File: src/verilog/adc_seq_pkg.sv
`default_nettype none
package adc_seq_pkg;
  localparam int unsigned ADDR_W        = 8;
  localparam int unsigned DATA_W        = 32;
  localparam int unsigned RESULT_W      = 12;
  localparam int unsigned CHAN_W        = 4;
  localparam int unsigned NUM_CHANNELS  = 16;

  // Register byte offsets
  localparam logic [7:0] OFF_CONTROL_ONE   = 8'h00;
  localparam logic [7:0] OFF_CONTROL_THREE = 8'h04;
  localparam logic [7:0] OFF_CHANNEL       = 8'h08;
  localparam logic [7:0] OFF_TRIGGER       = 8'h0C;
  localparam logic [7:0] OFF_INT_STATUS    = 8'h10;
  localparam logic [7:0] OFF_INT_MASK      = 8'h14;
  localparam logic [7:0] OFF_LIVE_STATUS   = 8'h18;
  localparam logic [7:0] OFF_RESULT_BASE   = 8'h40;
  localparam logic [7:0] OFF_RESULT_MASK   = 8'hC0;

  // converter_control_one fields
  localparam int unsigned DUAL_SAMPLE_BIT = 0;
  localparam int unsigned CONTINUOUS_BIT  = 1;
  localparam int unsigned ACQ_LSB         = 8;
  localparam int unsigned ACQ_W           = 4;
  // converter_control_three fields
  localparam int unsigned BANDGAP_HI_BIT  = 7;
  localparam int unsigned BANDGAP_LO_BIT  = 6;
  localparam int unsigned CORE_POWER_BIT  = 5;
  localparam int unsigned CLKDIV_LSB      = 0;
  localparam int unsigned CLKDIV_W        = 4;
  // trigger register fields
  localparam int unsigned SW_START_BIT    = 0;
  localparam int unsigned SW_STOP_BIT     = 1;
  localparam int unsigned EVA_EN_BIT      = 4;
  localparam int unsigned EVB_EN_BIT      = 5;
  localparam int unsigned EXT_EN_BIT      = 6;
  // interrupt fields
  localparam int unsigned INT_W           = 2;
  localparam int unsigned INT_RESULT_BIT  = 0;
  localparam int unsigned INT_OVERRUN_BIT = 1;

  // Reset values
  localparam logic [31:0] RST_CONTROL_ONE   = 32'h0000_0000;
  localparam logic [31:0] RST_CONTROL_THREE = 32'h0000_0000;
  localparam logic [31:0] RST_CHANNEL       = 32'h0000_0000;
  localparam logic [31:0] RST_TRIGGER       = 32'h0000_0000;
  localparam logic [INT_W-1:0] RST_INT_MASK = 2'h0;

  // Timing in converter half periods and system clocks
  localparam int unsigned START_DELAY_HALVES = 5;
  localparam int unsigned PIPE_STAGES        = 4;
  localparam int unsigned IRQ_LAG_CYCLES     = 2;
  localparam int unsigned HALF_CNT_W         = 6;

  typedef enum logic [1:0] {SEQ_IDLE, SEQ_DELAY, SEQ_HOLD, SEQ_GAP} seq_state_t;

  // Sample/hold high time in converter half periods
  function automatic logic [HALF_CNT_W-1:0] hold_halves(input logic [ACQ_W-1:0] acq);
    hold_halves = {({1'b0, acq} + 5'h01), 1'b0};
  endfunction

  // Channel of the analog side for one half of a pair
  function automatic logic [CHAN_W-1:0] pair_channel(input logic [CHAN_W-1:0] sel,
                                                     input logic upper);
    pair_channel = {upper, sel[CHAN_W-2:0]};
  endfunction
endpackage
`default_nettype wire

File: src/verilog/adc_result_mem.sv
`default_nettype none
module adc_result_mem
  import adc_seq_pkg::*;
(
  input  wire logic                ref_clk,
  input  wire logic                writeEn,
  input  wire logic [CHAN_W-1:0]   writeAddr,
  input  wire logic [RESULT_W-1:0] writeData,
  input  wire logic [CHAN_W-1:0]   readAddr,
  output logic      [RESULT_W-1:0] readData
);
  logic [RESULT_W-1:0] store [NUM_CHANNELS];

  always_ff @(posedge ref_clk) begin
    if (writeEn) begin
      store[writeAddr] <= writeData;
    end
  end

  always_ff @(posedge ref_clk) begin
    readData <= store[readAddr];
  end
endmodule // adc_result_mem
`default_nettype wire

File: src/verilog/adc_clock_divider.sv
`default_nettype none
module adc_clock_divider
  import adc_seq_pkg::*;
(
  input  wire logic                ref_clk,
  input  wire logic                resetn,
  input  wire logic                restart,
  input  wire logic [CLKDIV_W-1:0] divide,
  output logic                     halfTick,
  output logic                     periodTick
);
  logic [CLKDIV_W-1:0] count_reg;
  logic                phase_reg;
  logic                wrap;

  assign wrap = (count_reg == divide);

  // One half converter period is divide+1 system clocks
  always_ff @(posedge ref_clk or negedge resetn) begin
    if (!resetn) begin
      count_reg <= '0;
    end else if (restart || wrap) begin
      count_reg <= '0;
    end else begin
      count_reg <= count_reg + 4'h1;
    end
  end

  // Odd half ticks after a restart are converter period edges
  always_ff @(posedge ref_clk or negedge resetn) begin
    if (!resetn) begin
      phase_reg  <= 1'b0;
      halfTick   <= 1'b0;
      periodTick <= 1'b0;
    end else begin
      halfTick   <= wrap && !restart;
      periodTick <= wrap && !restart && !phase_reg;
      if (restart) begin
        phase_reg <= 1'b0;
      end else if (wrap) begin
        phase_reg <= !phase_reg;
      end
    end
  end
endmodule // adc_clock_divider
`default_nettype wire

File: src/verilog/adc_sequencing_control.sv
// Operation
// - All three power bits clear together
// - Sixteen channels, one or two sampled
// - Twelve-bit result through four-stage pipeline
// - Mode bit: zero single, one dual
// - Start by events, software or pin
// - Sequential: one conversion per hold pulse
// - Channel captured at hold pulse fall
// - Interrupt flags lag result update slightly
// - Hold width is acquisition plus one
// - Sampling starts 2.5 periods after trigger
// - First result four periods after sampling
// - Later results every acquisition plus two
//
// The APB interface to the registers and the placing of the registers were decided locally.
`default_nettype none
module adc_sequencing_control
  import adc_seq_pkg::*;
(
  input  wire logic                        ref_clk,
  input  wire logic                        resetn,
  input  wire logic                        psel,
  input  wire logic                        penable,
  input  wire logic                        pwrite,
  input  wire logic [adc_seq_pkg::ADDR_W-1:0]   paddr,
  input  wire logic [adc_seq_pkg::DATA_W-1:0]   pwdata,
  output logic      [adc_seq_pkg::DATA_W-1:0]   prdata,
  output logic                             pready,
  output logic                             pslverr,
  input  wire logic                        eventTriggerA,
  input  wire logic                        eventTriggerB,
  input  wire logic                        externalStart,
  input  wire logic [adc_seq_pkg::RESULT_W-1:0] sampleCodeA,
  input  wire logic [adc_seq_pkg::RESULT_W-1:0] sampleCodeB,
  output logic                             sampleHold,
  output logic      [adc_seq_pkg::CHAN_W-1:0]   channelA,
  output logic      [adc_seq_pkg::CHAN_W-1:0]   channelB,
  output logic                             bandgapReferenceOn,
  output logic                             coreConverterOn,
  output logic                             irq
);
  logic [31:0]             control_one_reg;
  logic [31:0]             control_three_reg;
  logic [31:0]             channel_reg;
  logic [31:0]             trigger_reg;
  logic [INT_W-1:0]        intStatus_reg;
  logic [INT_W-1:0]        intMask_reg;
  seq_state_t              state_reg;
  logic [HALF_CNT_W-1:0]   halfCount_reg;
  logic                    extPrev_reg;
  logic [PIPE_STAGES-1:0]  pipeValid_reg;
  logic [RESULT_W-1:0]     pipeA_reg [PIPE_STAGES];
  logic [RESULT_W-1:0]     pipeB_reg [PIPE_STAGES];
  logic [CHAN_W-1:0]       pipeChan_reg [PIPE_STAGES];
  logic [PIPE_STAGES-1:0]  pipeDual_reg;
  logic                    pendingB_reg;
  logic [RESULT_W-1:0]     pendingData_reg;
  logic [CHAN_W-1:0]       pendingChan_reg;
  logic [IRQ_LAG_CYCLES-1:0] doneLag_reg;

  logic                    access;
  logic                    wrEn;
  logic                    rdEn;
  logic                    isResult;
  logic                    mapped;
  logic                    swStart;
  logic                    swStop;
  logic                    powerReady;
  logic                    trigger;
  logic                    halfTick;
  logic                    periodTick;
  logic                    holdFall;
  logic                    dualMode;
  logic [ACQ_W-1:0]        acqWindow;
  logic                    memWrEn;
  logic [CHAN_W-1:0]       memWrAddr;
  logic [RESULT_W-1:0]     memWrData;
  logic [RESULT_W-1:0]     memRdData;
  logic                    overrun;
  logic [31:0]             readMux;

  assign access    = psel && penable && !pready;
  assign wrEn      = access && pwrite;
  assign rdEn      = access && !pwrite;
  assign isResult  = ((paddr & OFF_RESULT_MASK) == OFF_RESULT_BASE);
  assign mapped    = isResult || (paddr == OFF_CONTROL_ONE) || (paddr == OFF_CONTROL_THREE)
                     || (paddr == OFF_CHANNEL) || (paddr == OFF_TRIGGER)
                     || (paddr == OFF_INT_STATUS) || (paddr == OFF_INT_MASK)
                     || (paddr == OFF_LIVE_STATUS);
  assign swStart   = wrEn && (paddr == OFF_TRIGGER) && pwdata[SW_START_BIT];
  assign swStop    = wrEn && (paddr == OFF_TRIGGER) && pwdata[SW_STOP_BIT];
  assign dualMode  = control_one_reg[DUAL_SAMPLE_BIT];
  assign acqWindow = control_one_reg[ACQ_LSB +: ACQ_W];

  // Settling delays are software's duty; the block refuses starts and returns the sequencer to idle while unpowered
  assign powerReady = control_three_reg[BANDGAP_HI_BIT] && control_three_reg[BANDGAP_LO_BIT]
                      && control_three_reg[CORE_POWER_BIT];

  assign trigger = powerReady && (swStart
                   || (eventTriggerA && trigger_reg[EVA_EN_BIT])
                   || (eventTriggerB && trigger_reg[EVB_EN_BIT])
                   || (externalStart && !extPrev_reg && trigger_reg[EXT_EN_BIT]));

  assign holdFall = (state_reg == SEQ_HOLD) && halfTick && (halfCount_reg == 6'h01);
  assign overrun  = trigger && (state_reg != SEQ_IDLE);

  adc_clock_divider divider (
    .ref_clk    (ref_clk),
    .resetn     (resetn),
    .restart    (trigger && (state_reg == SEQ_IDLE)),
    .divide     (control_three_reg[CLKDIV_LSB +: CLKDIV_W]),
    .halfTick   (halfTick),
    .periodTick (periodTick)
  );

  // Register writes; power bits take any combination in one write
  always_ff @(posedge ref_clk or negedge resetn) begin
    if (!resetn) begin
      control_one_reg   <= RST_CONTROL_ONE;
      control_three_reg <= RST_CONTROL_THREE;
      channel_reg       <= RST_CHANNEL;
      trigger_reg       <= RST_TRIGGER;
      intMask_reg       <= RST_INT_MASK;
    end else if (wrEn) begin
      unique case (paddr)
        OFF_CONTROL_ONE:   control_one_reg   <= pwdata;
        OFF_CONTROL_THREE: control_three_reg <= pwdata;
        OFF_CHANNEL:       channel_reg       <= pwdata;
        OFF_TRIGGER:       trigger_reg       <= pwdata & 32'h0000_00F0;
        OFF_INT_MASK:      intMask_reg       <= pwdata[INT_W-1:0];
        default: ;
      endcase
    end
  end

  always_ff @(posedge ref_clk or negedge resetn) begin
    if (!resetn) begin
      extPrev_reg <= 1'b0;
    end else begin
      extPrev_reg <= externalStart;
    end
  end

  // Sequencer in converter half periods
  always_ff @(posedge ref_clk or negedge resetn) begin
    if (!resetn) begin
      state_reg     <= SEQ_IDLE;
      halfCount_reg <= '0;
    end else if (!powerReady || swStop) begin
      state_reg     <= SEQ_IDLE;
      halfCount_reg <= '0;
    end else begin
      unique case (state_reg)
        SEQ_IDLE: begin
          if (trigger) begin
            state_reg     <= SEQ_DELAY;
            halfCount_reg <= HALF_CNT_W'(START_DELAY_HALVES);
          end
        end
        SEQ_DELAY: begin
          if (halfTick) begin
            if (halfCount_reg == 6'h01) begin
              state_reg     <= SEQ_HOLD;
              halfCount_reg <= hold_halves(acqWindow);
            end else begin
              halfCount_reg <= halfCount_reg - 6'h01;
            end
          end
        end
        SEQ_HOLD: begin
          if (halfTick) begin
            if (halfCount_reg == 6'h01) begin
              state_reg     <= control_one_reg[CONTINUOUS_BIT] ? SEQ_GAP : SEQ_IDLE;
              halfCount_reg <= 6'h02;
            end else begin
              halfCount_reg <= halfCount_reg - 6'h01;
            end
          end
        end
        SEQ_GAP: begin
          if (halfTick) begin
            if (halfCount_reg == 6'h01) begin
              state_reg     <= SEQ_HOLD;
              halfCount_reg <= hold_halves(acqWindow);
            end else begin
              halfCount_reg <= halfCount_reg - 6'h01;
            end
          end
        end
      endcase
    end
  end

  // Analog side drive
  always_ff @(posedge ref_clk or negedge resetn) begin
    if (!resetn) begin
      sampleHold         <= 1'b0;
      channelA           <= '0;
      channelB           <= '0;
      bandgapReferenceOn <= 1'b0;
      coreConverterOn    <= 1'b0;
    end else begin
      sampleHold <= powerReady && !swStop && (((state_reg == SEQ_HOLD) && !holdFall)
                    || (((state_reg == SEQ_DELAY) || (state_reg == SEQ_GAP)) && halfTick
                        && (halfCount_reg == 6'h01)));
      channelA   <= dualMode ? pair_channel(channel_reg[CHAN_W-1:0], 1'b0)
                             : channel_reg[CHAN_W-1:0];
      channelB   <= pair_channel(channel_reg[CHAN_W-1:0], 1'b1);
      bandgapReferenceOn <= control_three_reg[BANDGAP_HI_BIT] && control_three_reg[BANDGAP_LO_BIT];
      coreConverterOn    <= control_three_reg[CORE_POWER_BIT];
    end
  end

  // Four-stage conversion pipeline stepped by converter periods
  always_ff @(posedge ref_clk or negedge resetn) begin
    if (!resetn) begin
      pipeValid_reg <= '0;
      pipeDual_reg  <= '0;
      for (int i = 0; i < PIPE_STAGES; i++) begin
        pipeA_reg[i]    <= '0;
        pipeB_reg[i]    <= '0;
        pipeChan_reg[i] <= '0;
      end
    end else begin
      if (periodTick) begin
        for (int i = 1; i < PIPE_STAGES; i++) begin
          pipeValid_reg[i] <= pipeValid_reg[i-1];
          pipeDual_reg[i]  <= pipeDual_reg[i-1];
          pipeA_reg[i]     <= pipeA_reg[i-1];
          pipeB_reg[i]     <= pipeB_reg[i-1];
          pipeChan_reg[i]  <= pipeChan_reg[i-1];
        end
        pipeValid_reg[0] <= 1'b0;
      end
      if (holdFall) begin
        pipeValid_reg[0] <= 1'b1;
        pipeDual_reg[0]  <= dualMode;
        pipeA_reg[0]     <= sampleCodeA;
        pipeB_reg[0]     <= sampleCodeB;
        pipeChan_reg[0]  <= channelA;
      end
    end
  end

  // Result write: fourth period after the fall; dual B follows one clock later
  assign memWrEn   = (periodTick && pipeValid_reg[PIPE_STAGES-1]) || pendingB_reg;
  assign memWrAddr = pendingB_reg ? pendingChan_reg : pipeChan_reg[PIPE_STAGES-1];
  assign memWrData = pendingB_reg ? pendingData_reg : pipeA_reg[PIPE_STAGES-1];

  always_ff @(posedge ref_clk or negedge resetn) begin
    if (!resetn) begin
      pendingB_reg    <= 1'b0;
      pendingData_reg <= '0;
      pendingChan_reg <= '0;
    end else begin
      pendingB_reg    <= periodTick && pipeValid_reg[PIPE_STAGES-1]
                         && pipeDual_reg[PIPE_STAGES-1];
      pendingData_reg <= pipeB_reg[PIPE_STAGES-1];
      pendingChan_reg <= pair_channel(pipeChan_reg[PIPE_STAGES-1], 1'b1);
    end
  end

  adc_result_mem results (
    .ref_clk   (ref_clk),
    .writeEn   (memWrEn),
    .writeAddr (memWrAddr),
    .writeData (memWrData),
    .readAddr  (paddr[CHAN_W+1:2]),
    .readData  (memRdData)
  );

  // Interrupt lags the result update by a few clocks
  always_ff @(posedge ref_clk or negedge resetn) begin
    if (!resetn) begin
      doneLag_reg <= '0;
    end else begin
      doneLag_reg <= {doneLag_reg[IRQ_LAG_CYCLES-2:0], memWrEn && !pendingB_reg};
    end
  end

  // Sticky flags, set wins over write-one-to-clear
  always_ff @(posedge ref_clk or negedge resetn) begin
    if (!resetn) begin
      intStatus_reg <= '0;
    end else begin
      for (int i = 0; i < INT_W; i++) begin
        if ((i == INT_RESULT_BIT && doneLag_reg[IRQ_LAG_CYCLES-1])
            || (i == INT_OVERRUN_BIT && overrun)) begin
          intStatus_reg[i] <= 1'b1;
        end else if (wrEn && (paddr == OFF_INT_STATUS) && pwdata[i]) begin
          intStatus_reg[i] <= 1'b0;
        end
      end
    end
  end

  always_ff @(posedge ref_clk or negedge resetn) begin
    if (!resetn) begin
      irq <= 1'b0;
    end else begin
      irq <= |(intStatus_reg & intMask_reg);
    end
  end

  always_comb begin
    readMux = 32'h0000_0000;
    unique case (paddr)
      OFF_CONTROL_ONE:   readMux = control_one_reg;
      OFF_CONTROL_THREE: readMux = control_three_reg;
      OFF_CHANNEL:       readMux = channel_reg;
      OFF_TRIGGER:       readMux = trigger_reg;
      OFF_INT_STATUS:    readMux = {30'h0, intStatus_reg};
      OFF_INT_MASK:      readMux = {30'h0, intMask_reg};
      OFF_LIVE_STATUS:   readMux = {28'h0, sampleHold, powerReady, state_reg};
      default:           readMux = isResult ? {20'h0, memRdData} : 32'h0000_0000;
    endcase
  end

  // APB answer on the second access cycle
  always_ff @(posedge ref_clk or negedge resetn) begin
    if (!resetn) begin
      pready  <= 1'b0;
      pslverr <= 1'b0;
      prdata  <= '0;
    end else begin
      pready  <= access;
      pslverr <= access && !mapped;
      if (rdEn) begin
        prdata <= mapped ? readMux : 32'h0000_0000;
      end
    end
  end
endmodule // adc_sequencing_control
`default_nettype wire

File: config.mk
export PLATFORM = sky130hd
export DESIGN_NAME = adc_sequencing_control
export DESIGN_NICKNAME = d
export VERILOG_FILES = /design/src/verilog/adc_seq_pkg.sv /design/src/verilog/adc_result_mem.sv /design/src/verilog/adc_clock_divider.sv /design/src/verilog/adc_sequencing_control.sv
export SDC_FILE = /design/constraint.sdc
export NUM_CORES = 1
export LEC_CHECK = 0
export ABC_AREA = 1
export BUFFER_PORTS_ARGS = -buffer_cell sky130_fd_sc_hd__buf_2
export CAP_MARGIN = 0
export CORE_AREA = 10 10 221 223
export DETAILED_ROUTE_END_ITERATION = 6
export DIE_AREA = 0 0 231 233
export PLACE_DENSITY = 0.62
export SLEW_MARGIN = 10
export SYNTH_ARGS = -nofsm -noshare
export SYNTH_HDL_FRONTEND = slang
export SYNTH_SLANG_ARGS = --single-unit
File: constraint.sdc
create_clock -name ref_clk -period 2.52 [get_ports ref_clk]
set_clock_uncertainty 0.2 [all_clocks]
set_input_delay 0.126 -clock ref_clk [delete_from_list [all_inputs] [get_ports ref_clk]]
set_output_delay 0.126 -clock ref_clk [all_outputs]
set_load 0.005 [all_outputs]
==> results of run 1 <==
==> worst paths after layout <==
check | start | end
worst max-delay path | paddr[7] | intMask_reg[0]
worst min-delay path | paddr[3] | intStatus_reg[0]
worst max register to register | trigger_reg[6] | halfCount_reg[3]
worst min register to register | doneLag_reg[0] | doneLag_reg[1]
max in group asynchronous | resetn | pipeB_reg[43]
min in group asynchronous | resetn | channel_reg[15]
==> synth_stat cells (2+ instances only) <==
cell / count
inv_2: 3
buf_4: 7
o21ai_0: 163
buf_2: 23
nand4_1: 23
a22oi_1: 64
nand2_1: 524
edfxtp_1: 192
or2_2: 4
mux2_2: 44
nor2_2: 5
nand2_2: 3
ha_1: 4
xor2_1: 8
nand3_1: 71
nor3_1: 3
nand3_2: 2
buf_1: 8
o21bai_1: 2
o21ai_1: 19
dfrtp_1: 301
clkbuf_1: 50
inv_1: 120
o211ai_1: 6
nor2_1: 99
dfxtp_1: 12
a211oi_1: 3
a21oi_1: 56
==> logic make-up (layout without fill, tap and decap cells) <==
family	after synthesis	after routing	synth area share (%)
flops	505	505	68.5
compound gates	314	314	8.92
other cells	1	1	0.0190
simple gates	737	737	15.1
xor+xnor	9	9	0.399
fa+ha+maj	4	4	0.253
mux	44	44	2.51
buf+inv	211	476	4.29
==> through the flow <==
| stage | std cells | total power [W] | utilization (%) | setup slack [ns] |
|---|---|---|---|---|
| global route | 2682 | 0.0231 | 54.1 | 0.0205 |
| floorplan | 1825 | 0.0128 | - | 0.363 |
| detailed placement | 2508 | 0.0144 | 48.4 | 0.403 |
| global placement | 2508 | 0.0142 | 48.4 | 0.447 |
| CTS | 2682 | 0.0222 | 54.1 | 0.193 |
| finish | 2682 | 0.0220 | 54.1 | 0.157 |
==> power by group through the flow <==
stage	registers, W	clock network (W)	logic (W)
finish	0.0108	0.00769	0.00346
global route	0.0109	0.00825	0.00393
CTS	0.0108	0.00788	0.00350
detailed placement	0.0110	0	0.00338
global placement	0.0109	0	0.00328
floorplan	0.0108	0	0.00199
==> worst min-delay path: stages <==
cell	delay, ns
buf_2	0.18
nor2_4	0.07
nand2_1	0.12
nor2_1	0.08
nand2_1	0.09
o21ai_0	0.08
nand2_1	0.06
==> area by class of cell <==
class                           count  area, µm²  share of cell area [%]
Inverter                          123        462                    1.93
Clock buffer                       66       1390                    5.82
Timing Repair Buffer              257       1990                    8.34
Sequential cell                   505      13500                    56.7
Tap cell                          592        741                    3.10
Clock inverter                     30        332                    1.39
Multi-Input combinational cell   1109       5410                    22.7
==> layer usage <==
| metal | track usage, % | wire length [µm] | vias up |
|---|---|---|---|
| li1 | - | - | 6561 |
| met1 | 23.7 | 20700 | 6662 |
| met2 | 28.1 | 22200 | 442 |
| met3 | 3.12 | 3020 | 75 |
| met4 | 6.27 | 1190 | 4 |
| met5 | 0 | 27 | - |
==> what timing repair did <==
| item | in CTS | in global routing |
|---|---|---|
| gates resized for setup | 0 | 1 |
| setup endpoints to repair | 0 | 1 |
| hold buffers | 78 | 0 |
| endpoints found under the hold margin | 479 | 0 |
==> results.toml, run 1 <==
[synth]
async_flop_share_pct = 59.6
ys_dominant_reg_cell = "dfrtp_1"
syn_nets = 1901
synthDistinctLibCells = 34
synth-edff-count = 192
seq_area_frac_synth_pct = 68.5
yosysTopAreaCell = "dfrtp_1"
ys_ff_latch = 505
ys_warn_count = 0
synthCells = 1825
yosys-top-cells-area = "dfrtp_1, edfxtp_1, nand2_1"
syn-cell-area_mm2 = 0.0198
yosysTopAreaCellShare_pct = 38.1
post_synth.cell_area_avg_um2 = 10.8

[floorplanning]
dieArea_mm2 = 0.0538
fp.dieW_um = 231
rows = 77
die_h_um = 233
ios = 118
core_area_mm2 = 0.0441
start_util_pct = 44.8

[sta]
rsz0062_at_grt = "false"
finalSetupViolations = 0
slew-limit-headroom_pct = 51.0
setup_tns_ns = 0
min_period_over_period_pct = 93.8
layout_min_cycle_time_ns = 2.36
hold_viol_final = 0
fmax_mhz = 423
whs_ns = 0.0486
slew_viol_final = 0
worstMarginPinSlew_ns = 0.734

[finish]
diodes = 0
nets = 2124
largest_reg_flops = 192
drive_gt1_share_pct = 15.6
area_growth_pct = 20.8
finalInstanceArea_mm2 = 0.0239
fillers = 3861
final_common_cell = "nand2_1"
layout_common_cells = "nand2_1, dfrtp_1, edfxtp_1"

[clocking]
cts_setup_buffers = 0
clkLatencyLatePin_ns = 0.60
cts_tree = "yes"
cts-root-buf = "clkbuf_16"
path_clk_slew_ns = 0.06
clock_sinks = 505
clockBufferDepth = 3
ctsHtreeMaxLevel = 2
cts_buffers = 52

[global_route]
grt_pass1_vias = 13853
overflow = 0
grtUsageTotal_pct = 17.6
grt_max_degree = 167
antenna_found_initial = 2
grt_pass1_wl_um = 75400

[worst_setup_path]
critPathArrivalTime_ns = 2.63
end_kind = "flip-flop"
crit_buf_inv = 4
worstPathCellList = "dlygate4sd3_1, buf_2, nor2_1, dlygate4sd3_1, nand2_1, nor2_2, dlygate4sd3_1, nand2_1, nand2_1, o21ai_0"
cp_max_fo = 4
cp.depth = 10
worst_setup_path_start_kind = "input port"
critPathSlowestCell = "dlygate4sd3_1"
cpLargestDelayFamily = "buffers and inverters"
cpPeakStageDelay_ns = 0.58
cp.required_ns = 2.79
worstSetupPathType = "input port to flip-flop"
r2r_slack_ns = 0.26
r2r_cells = 10

[detailed_routing]
drtIter0Drc = 1162
antenna_left = 0
num_vias = 13744
drcViolationCount = 0
routed_via_density = 5.12
wl_per_cell_um = 17.6
finalWirelength_um = 47100
firstDrtPassIters = 5

[placed_design]
gp_congestion = 0.850
port_buffers = 117
post_dp_cell_area_mm2 = 0.0214
hpwl_um = 30200

[pwr]
p_leak_nw = 10.5
p_sw_w = 0.00598
swShare_pct = 27.2
p_int_w = 0.0160
ir_drop_v = 0.000783
p_seq_share_pct = 49.2
p_per_area_mw_per_mm2 = 920
p_clk_share_pct = 35.0
pwr-share-comb_pct = 15.8

[flow_run]
maxCapViolations = 0

[run_status]
status = "finished clean"

[min_path]
worst_hold_path_type = "input port to flip-flop"
holdPathStages = 7
Power figures use the tool's default switching activity.
==> run 2, diff against run 1 <==
--- a/config.mk
+++ b/config.mk
@@ -11,7 +11,9 @@
 export CORE_AREA = 10 10 221 223
 export DETAILED_ROUTE_END_ITERATION = 6
 export DIE_AREA = 0 0 231 233
+export GPL_ROUTABILITY_DRIVEN = 0
 export PLACE_DENSITY = 0.62
+export RECOVER_POWER = 25
 export SLEW_MARGIN = 10
 export SYNTH_ARGS = -nofsm -noshare
 export SYNTH_HDL_FRONTEND = slang
==> results.toml, run 2 (same netlist as run 1, synthesis figures left out) <==
[worst_setup_path]
cpPeakStageDelay_ns = 0.58
critPathArrivalTime_ns = 2.63
crit_buf_inv = 4
critPathSlowestCell = "dlygate4sd3_1"
end_kind = "flip-flop"
worstSetupPathType = "input port to flip-flop"
cp.required_ns = 2.78
cp_max_fo = 4
worst_setup_path_start_kind = "input port"
worstPathCellList = "dlygate4sd3_1, buf_2, nor2_1, dlygate4sd3_1, nand2_1, nor2_2, dlygate4sd3_1, nand2_1, nand2_1, o21ai_0"
cpLargestDelayFamily = "buffers and inverters"

[detailed_routing]
finalWirelength_um = 47100
drtIter0Drc = 1251
antenna_left = 0
drcViolationCount = 0
firstDrtPassIters = 7
wl_per_cell_um = 17.6
routed_via_density = 5.10
num_vias = 13685

[global_route]
grt_max_degree = 167
grt_pass1_wl_um = 75400
grtUsageTotal_pct = 17.6
grt_pass1_vias = 13853
overflow = 0
antenna_found_initial = 2

[floorplanning]
die_h_um = 233
core_area_mm2 = 0.0441
dieArea_mm2 = 0.0538
rows = 77
fp.dieW_um = 231
ios = 118
start_util_pct = 44.8

[clocking]
cts-root-buf = "clkbuf_16"
cts_tree = "yes"
clock_sinks = 505
clockBufferDepth = 3
clkLatencyLatePin_ns = 0.60
ctsHtreeMaxLevel = 2
path_clk_slew_ns = 0.06
cts_buffers = 52

[sta]
finalSetupViolations = 0
worstMarginPinSlew_ns = 1.39
setup_tns_ns = 0
fmax_mhz = 423
whs_ns = 0.0507
slew-limit-headroom_pct = 7.06
min_period_over_period_pct = 93.8
hold_viol_final = 0
rsz0062_at_grt = "false"
layout_min_cycle_time_ns = 2.36
slew_viol_final = 0

[finish]
final_common_cell = "nand2_1"
utilization_pct = 53.8
nets = 2124
largest_reg_flops = 192
diodes = 0
drive_gt1_share_pct = 13.2
area_growth_pct = 20.1
layout_common_cells = "nand2_1, dfrtp_1, edfxtp_1"

[placed_design]
hpwl_um = 30200
port_buffers = 117

[pwr]
p_per_area_mw_per_mm2 = 924
p_clk_share_pct = 35.1
p_total_w = 0.0219
swShare_pct = 27.3
pwr-share-comb_pct = 15.7
p_seq_share_pct = 49.3
ir_drop_v = 0.000783
p_leak_nw = 10.2
p_int_w = 0.0159
p_sw_w = 0.00598

[run_status]
status = "finished clean"

[min_path]
worst_hold_path_type = "input port to flip-flop"

[flow_run]
maxCapViolations = 0
[run 2: cell count changes in the layout (fill, tap and decap cells not counted), sizes merged]
cell    delta
buf       -56
clkbuf    +56
[run 2: cell type report]
type	count	area, µm²
flip-flops and latches	505	13500
inverters	123	462
repair buffers	257	1860
multi-input cells	1109	5410
clock buffers	66	1390
clock inverters	30	332
well taps	592	741
fillers	3898	20400
[run 2: final timing paths]
kind / to / depth (start not counted) / slack [ns] / startpoint
max: intMask_reg[0] / 10 / 0.16 / paddr[7]
min: intStatus_reg[0] / 7 / 0.05 / paddr[3]
max reg2reg: halfCount_reg[3] / 10 / 0.24 / trigger_reg[6]
min reg2reg: doneLag_reg[1] / 0 / 0.15 / doneLag_reg[0]
max in group asynchronous: prdata[7] / 4 / 0.36 / resetn
min in group asynchronous: channel_reg[15] / 3 / 0.61 / resetn
[run 2: what timing repair did]
| item | CTS | global route |
|---|---|---|
| endpoints found under the hold margin | 479 | 0 |
| endpoints found under the setup margin | 0 | 1 |
| resized for setup | 0 | 1 |
| buffers inserted | 0 | 0 |
| hold buffers | 78 | 0 |
[run 2: per-layer routing]
layer | vias to the layer above | GRT usage [%] | share of wire [%]
met2 | 388 | 28.1 | 47
met5 | - | 0 | 0.057
met1 | 6660 | 23.7 | 45
met4 | 4 | 6.27 | 2.5
li1 | 6558 | - | -
met3 | 75 | 3.12 | 5.5
[run 2: power groups by stage]
stage / logic [W] / clock network (W) / registers (W)
2_1_floorplan: 0.00199 / 0 / 0.0108
3_3_place_gp: 0.00328 / 0 / 0.0109
3_5_place_dp: 0.00338 / 0 / 0.0110
4_1_cts: 0.00350 / 0.00788 / 0.0108
5_1_grt: 0.00389 / 0.00825 / 0.0109
6_report: 0.00343 / 0.00769 / 0.0108
[run 2: worst register-to-register path: stages, from the launching register on]
cell	delay, ns
dfrtp_1	0.40
nand3_1	0.09
nand2_1	0.05
a21oi_1	0.15
dlygate4sd3_1	0.60
nand2_1	0.10
nand2_1	0.08
nand2_1	0.22
inv_1	0.19
nand2_1	0.07
nand2_1	0.06
[run 2: metrics by stage]
stage          cells  setup slack [ns]  area (µm²)
2_1_floorplan   1825             0.363       19800
3_3_place_gp    2508             0.447       21400
3_5_place_dp    2508             0.403       21400
4_1_cts         2682             0.193       23900
5_1_grt         2682            0.0205       23700
6_report        2682             0.157       23700
==> run 3, diff against run 2 <==
--- a/config.mk
+++ b/config.mk
@@ -5,14 +5,13 @@
 export SDC_FILE = /design/constraint.sdc
 export NUM_CORES = 1
 export LEC_CHECK = 0
-export ABC_AREA = 1
 export BUFFER_PORTS_ARGS = -buffer_cell sky130_fd_sc_hd__buf_2
 export CAP_MARGIN = 0
-export CORE_AREA = 10 10 221 223
+export CORE_AREA = 10 10 222 224
 export DETAILED_ROUTE_END_ITERATION = 6
-export DIE_AREA = 0 0 231 233
+export DIE_AREA = 0 0 232 234
 export GPL_ROUTABILITY_DRIVEN = 0
-export PLACE_DENSITY = 0.62
+export PLACE_DENSITY = 0.61
 export RECOVER_POWER = 25
 export SLEW_MARGIN = 10
 export SYNTH_ARGS = -nofsm -noshare
==> results.toml, run 3 <==
[global_route]
grt_pass1_vias = 11577
grt_pass1_wl_um = 67300
grt_max_degree = 95
grtUsageTotal_pct = 15.8
antenna_found_initial = 0
overflow = 0

[floorplanning]
core_area_mm2 = 0.0449
start_util_pct = 44.4
fp.dieW_um = 232
die_h_um = 234
rows = 78
dieArea_mm2 = 0.0543
ios = 118

[sta]
hold_viol_final = 0
worstMarginPinSlew_ns = 1.24
whs_ns = 0.0467
setup_tns_ns = 0
fmax_mhz = 416
rsz0062_at_grt = "false"
setup_slack_ns = 0.115
finalSetupViolations = 0
min_period_over_period_pct = 95.4
layout_min_cycle_time_ns = 2.40
slew-limit-headroom_pct = 17.5
slew_viol_final = 0

[synth]
yosysMostFrequentCell = "dfrtp_1"
post_synth.cell_area_avg_um2 = 16.5
synth-edff-count = 192
ys_dominant_reg_cell = "dfrtp_1"
synthCells = 1207
syn_nets = 1283
synthDistinctLibCells = 58
ys_ff_latch = 505
syn-cell-area_mm2 = 0.0199
synthTopCellsByCount = "dfrtp_1, mux2_2, edfxtp_1, nor2_1, mux4_2"
yosys-top-cells-area = "dfrtp_1, edfxtp_1, mux2_2"
seq_area_frac_synth_pct = 68.0
yosysTopAreaCellShare_pct = 37.8
ys_warn_count = 0
async_flop_share_pct = 59.6
yosysTopAreaCell = "dfrtp_1"

[finish]
utilization_pct = 52.9
largest_reg_flops = 192
multiInputGateArea_mm2 = 0.00605
layout_common_cells = "dfrtp_1, mux2_2, edfxtp_1"
fin_cells = 2086
area_growth_pct = 19.3
diodes = 0
drive_gt1_share_pct = 34.6
ff_latch_area_mm2 = 0.0135
fillers = 3721
nets = 1521
final_common_cell = "dfrtp_1"

[detailed_routing]
finalWirelength_um = 42100
routed.top_layer = "met4"
met3_wirelength_um = 2170
antenna_left = 0
m1WireLength_um = 18600
routed_via_density = 5.29
wl_per_cell_um = 20.2
num_vias = 11033
wl_met2_um = 20500
firstDrtPassIters = 5
drcViolationCount = 0
drtIter0Drc = 649

[flow_run]
maxCapViolations = 0

[clocking]
cts_setup_buffers = 0
cts_buffers = 52
clockBufferDepth = 3
cts-root-buf = "clkbuf_16"
clock_sinks = 505
path_clk_slew_ns = 0.06
ctsHtreeMaxLevel = 2
clkLatencyLatePin_ns = 0.59
cts_tree = "yes"

[run_status]
status = "finished clean"

[placed_design]
port_buffers = 117
dp_slack_ns = 0.108
hpwl_um = 28200
dp_cells = 1920

[worst_setup_path]
worstSetupPathType = "input port to flip-flop"
crit_top_cell = "dlygate4sd3_1"
worst_setup_path_start_kind = "input port"
cp.required_ns = 2.80
cpPeakStageDelay_ns = 0.56
end_kind = "flip-flop"
cp_max_fo = 4
critPathSlowestCell = "or4_1"
critPathArrivalTime_ns = 2.69
worstPathCellList = "dlygate4sd3_1, buf_2, or4_1, nor3_2, and4b_1, nand2_1, dlygate4sd3_1, a21o_1"

[pwr]
p_leak_nw = 9.73
ir_drop_v = 0.000665
p_per_area_mw_per_mm2 = 841

[min_path]
worst_hold_path_type = "input port to flip-flop"
## run 3: logic make-up (layout without fill, tap and decap cells)
family	count (synthesis)	in the layout	synth area share, %
AO/OA/AOI/OAI	113	113	3.54
flip-flops	505	505	68.0
adder cells (fa/ha/maj)	4	4	0.251
XOR/XNOR	11	11	0.484
AND/OR/NAND/NOR	175	175	4.18
multiplexers	324	324	21.8
buffers and inverters	74	353	1.73
other	1	1	0.0188
## run 3: worst max-delay path: cells and delay by family
family,cells,cell delay [ns]
buffers and inverters,3,1.24
AND/OR/NAND/NOR,4,1.15
AO/OA/AOI/OAI,1,0.17
## run 3: report_power, final
group	total, W	leakage (nW)	internal, W	switching (W)
clock network	0.00720	0.784	0.00413	0.00308
registers	0.0103	5.74	0.00987	0.000445
logic	0.00246	3.20	0.00121	0.00125
total	0.0200	9.73	0.0152	0.00477
## run 3: timing repair
item | CTS | global route
resized for setup | 0 | 1
setup endpoints to repair | 0 | 1
hold buffers | 71 | 0
endpoints found under the hold margin | 464 | 0
## run 3: metal layers
layer	vias up	GRT usage, %
met5	-	0
met4	0	5.11
met3	65	3.03
met2	238	26.3
met1	5739	20.8
li1	4991	-
## run 3: final cells by class
type,instances,share of cell area [%]
clock buffer,68,5.90
clock inverter,27,0.837
inverter,8,0.126
multi-input combinational,628,25.5
sequential,505,57.0
tap,600,3.16
timing repair buffer,250,7.52
## run 3: final timing paths
| path | start | end | slack, ns | depth (start not counted) |
|---|---|---|---|---|
| setup / recovery | paddr[0] | intStatus_reg[0] | 0.12 | 8 |
| hold / removal | paddr[3] | pslverr | 0.05 | 4 |
| setup reg to reg | pready | halfCount_reg[3] | 0.19 | 6 |
| hold reg to reg | doneLag_reg[0] | doneLag_reg[1] | 0.15 | 0 |
| max in group asynchronous | resetn | pipeChan_reg[12] | 0.49 | 4 |
| min in group asynchronous | resetn | control_three_reg[12] | 0.66 | 3 |
## run 3: stage by stage
stage,cell area (µm²),power [W]
finish,23800,0.0200
global route,23800,0.0209
CTS,23800,0.0203
detailed placement,21500,0.0129
global placement,21500,0.0128
floorplan,19900,0.0120
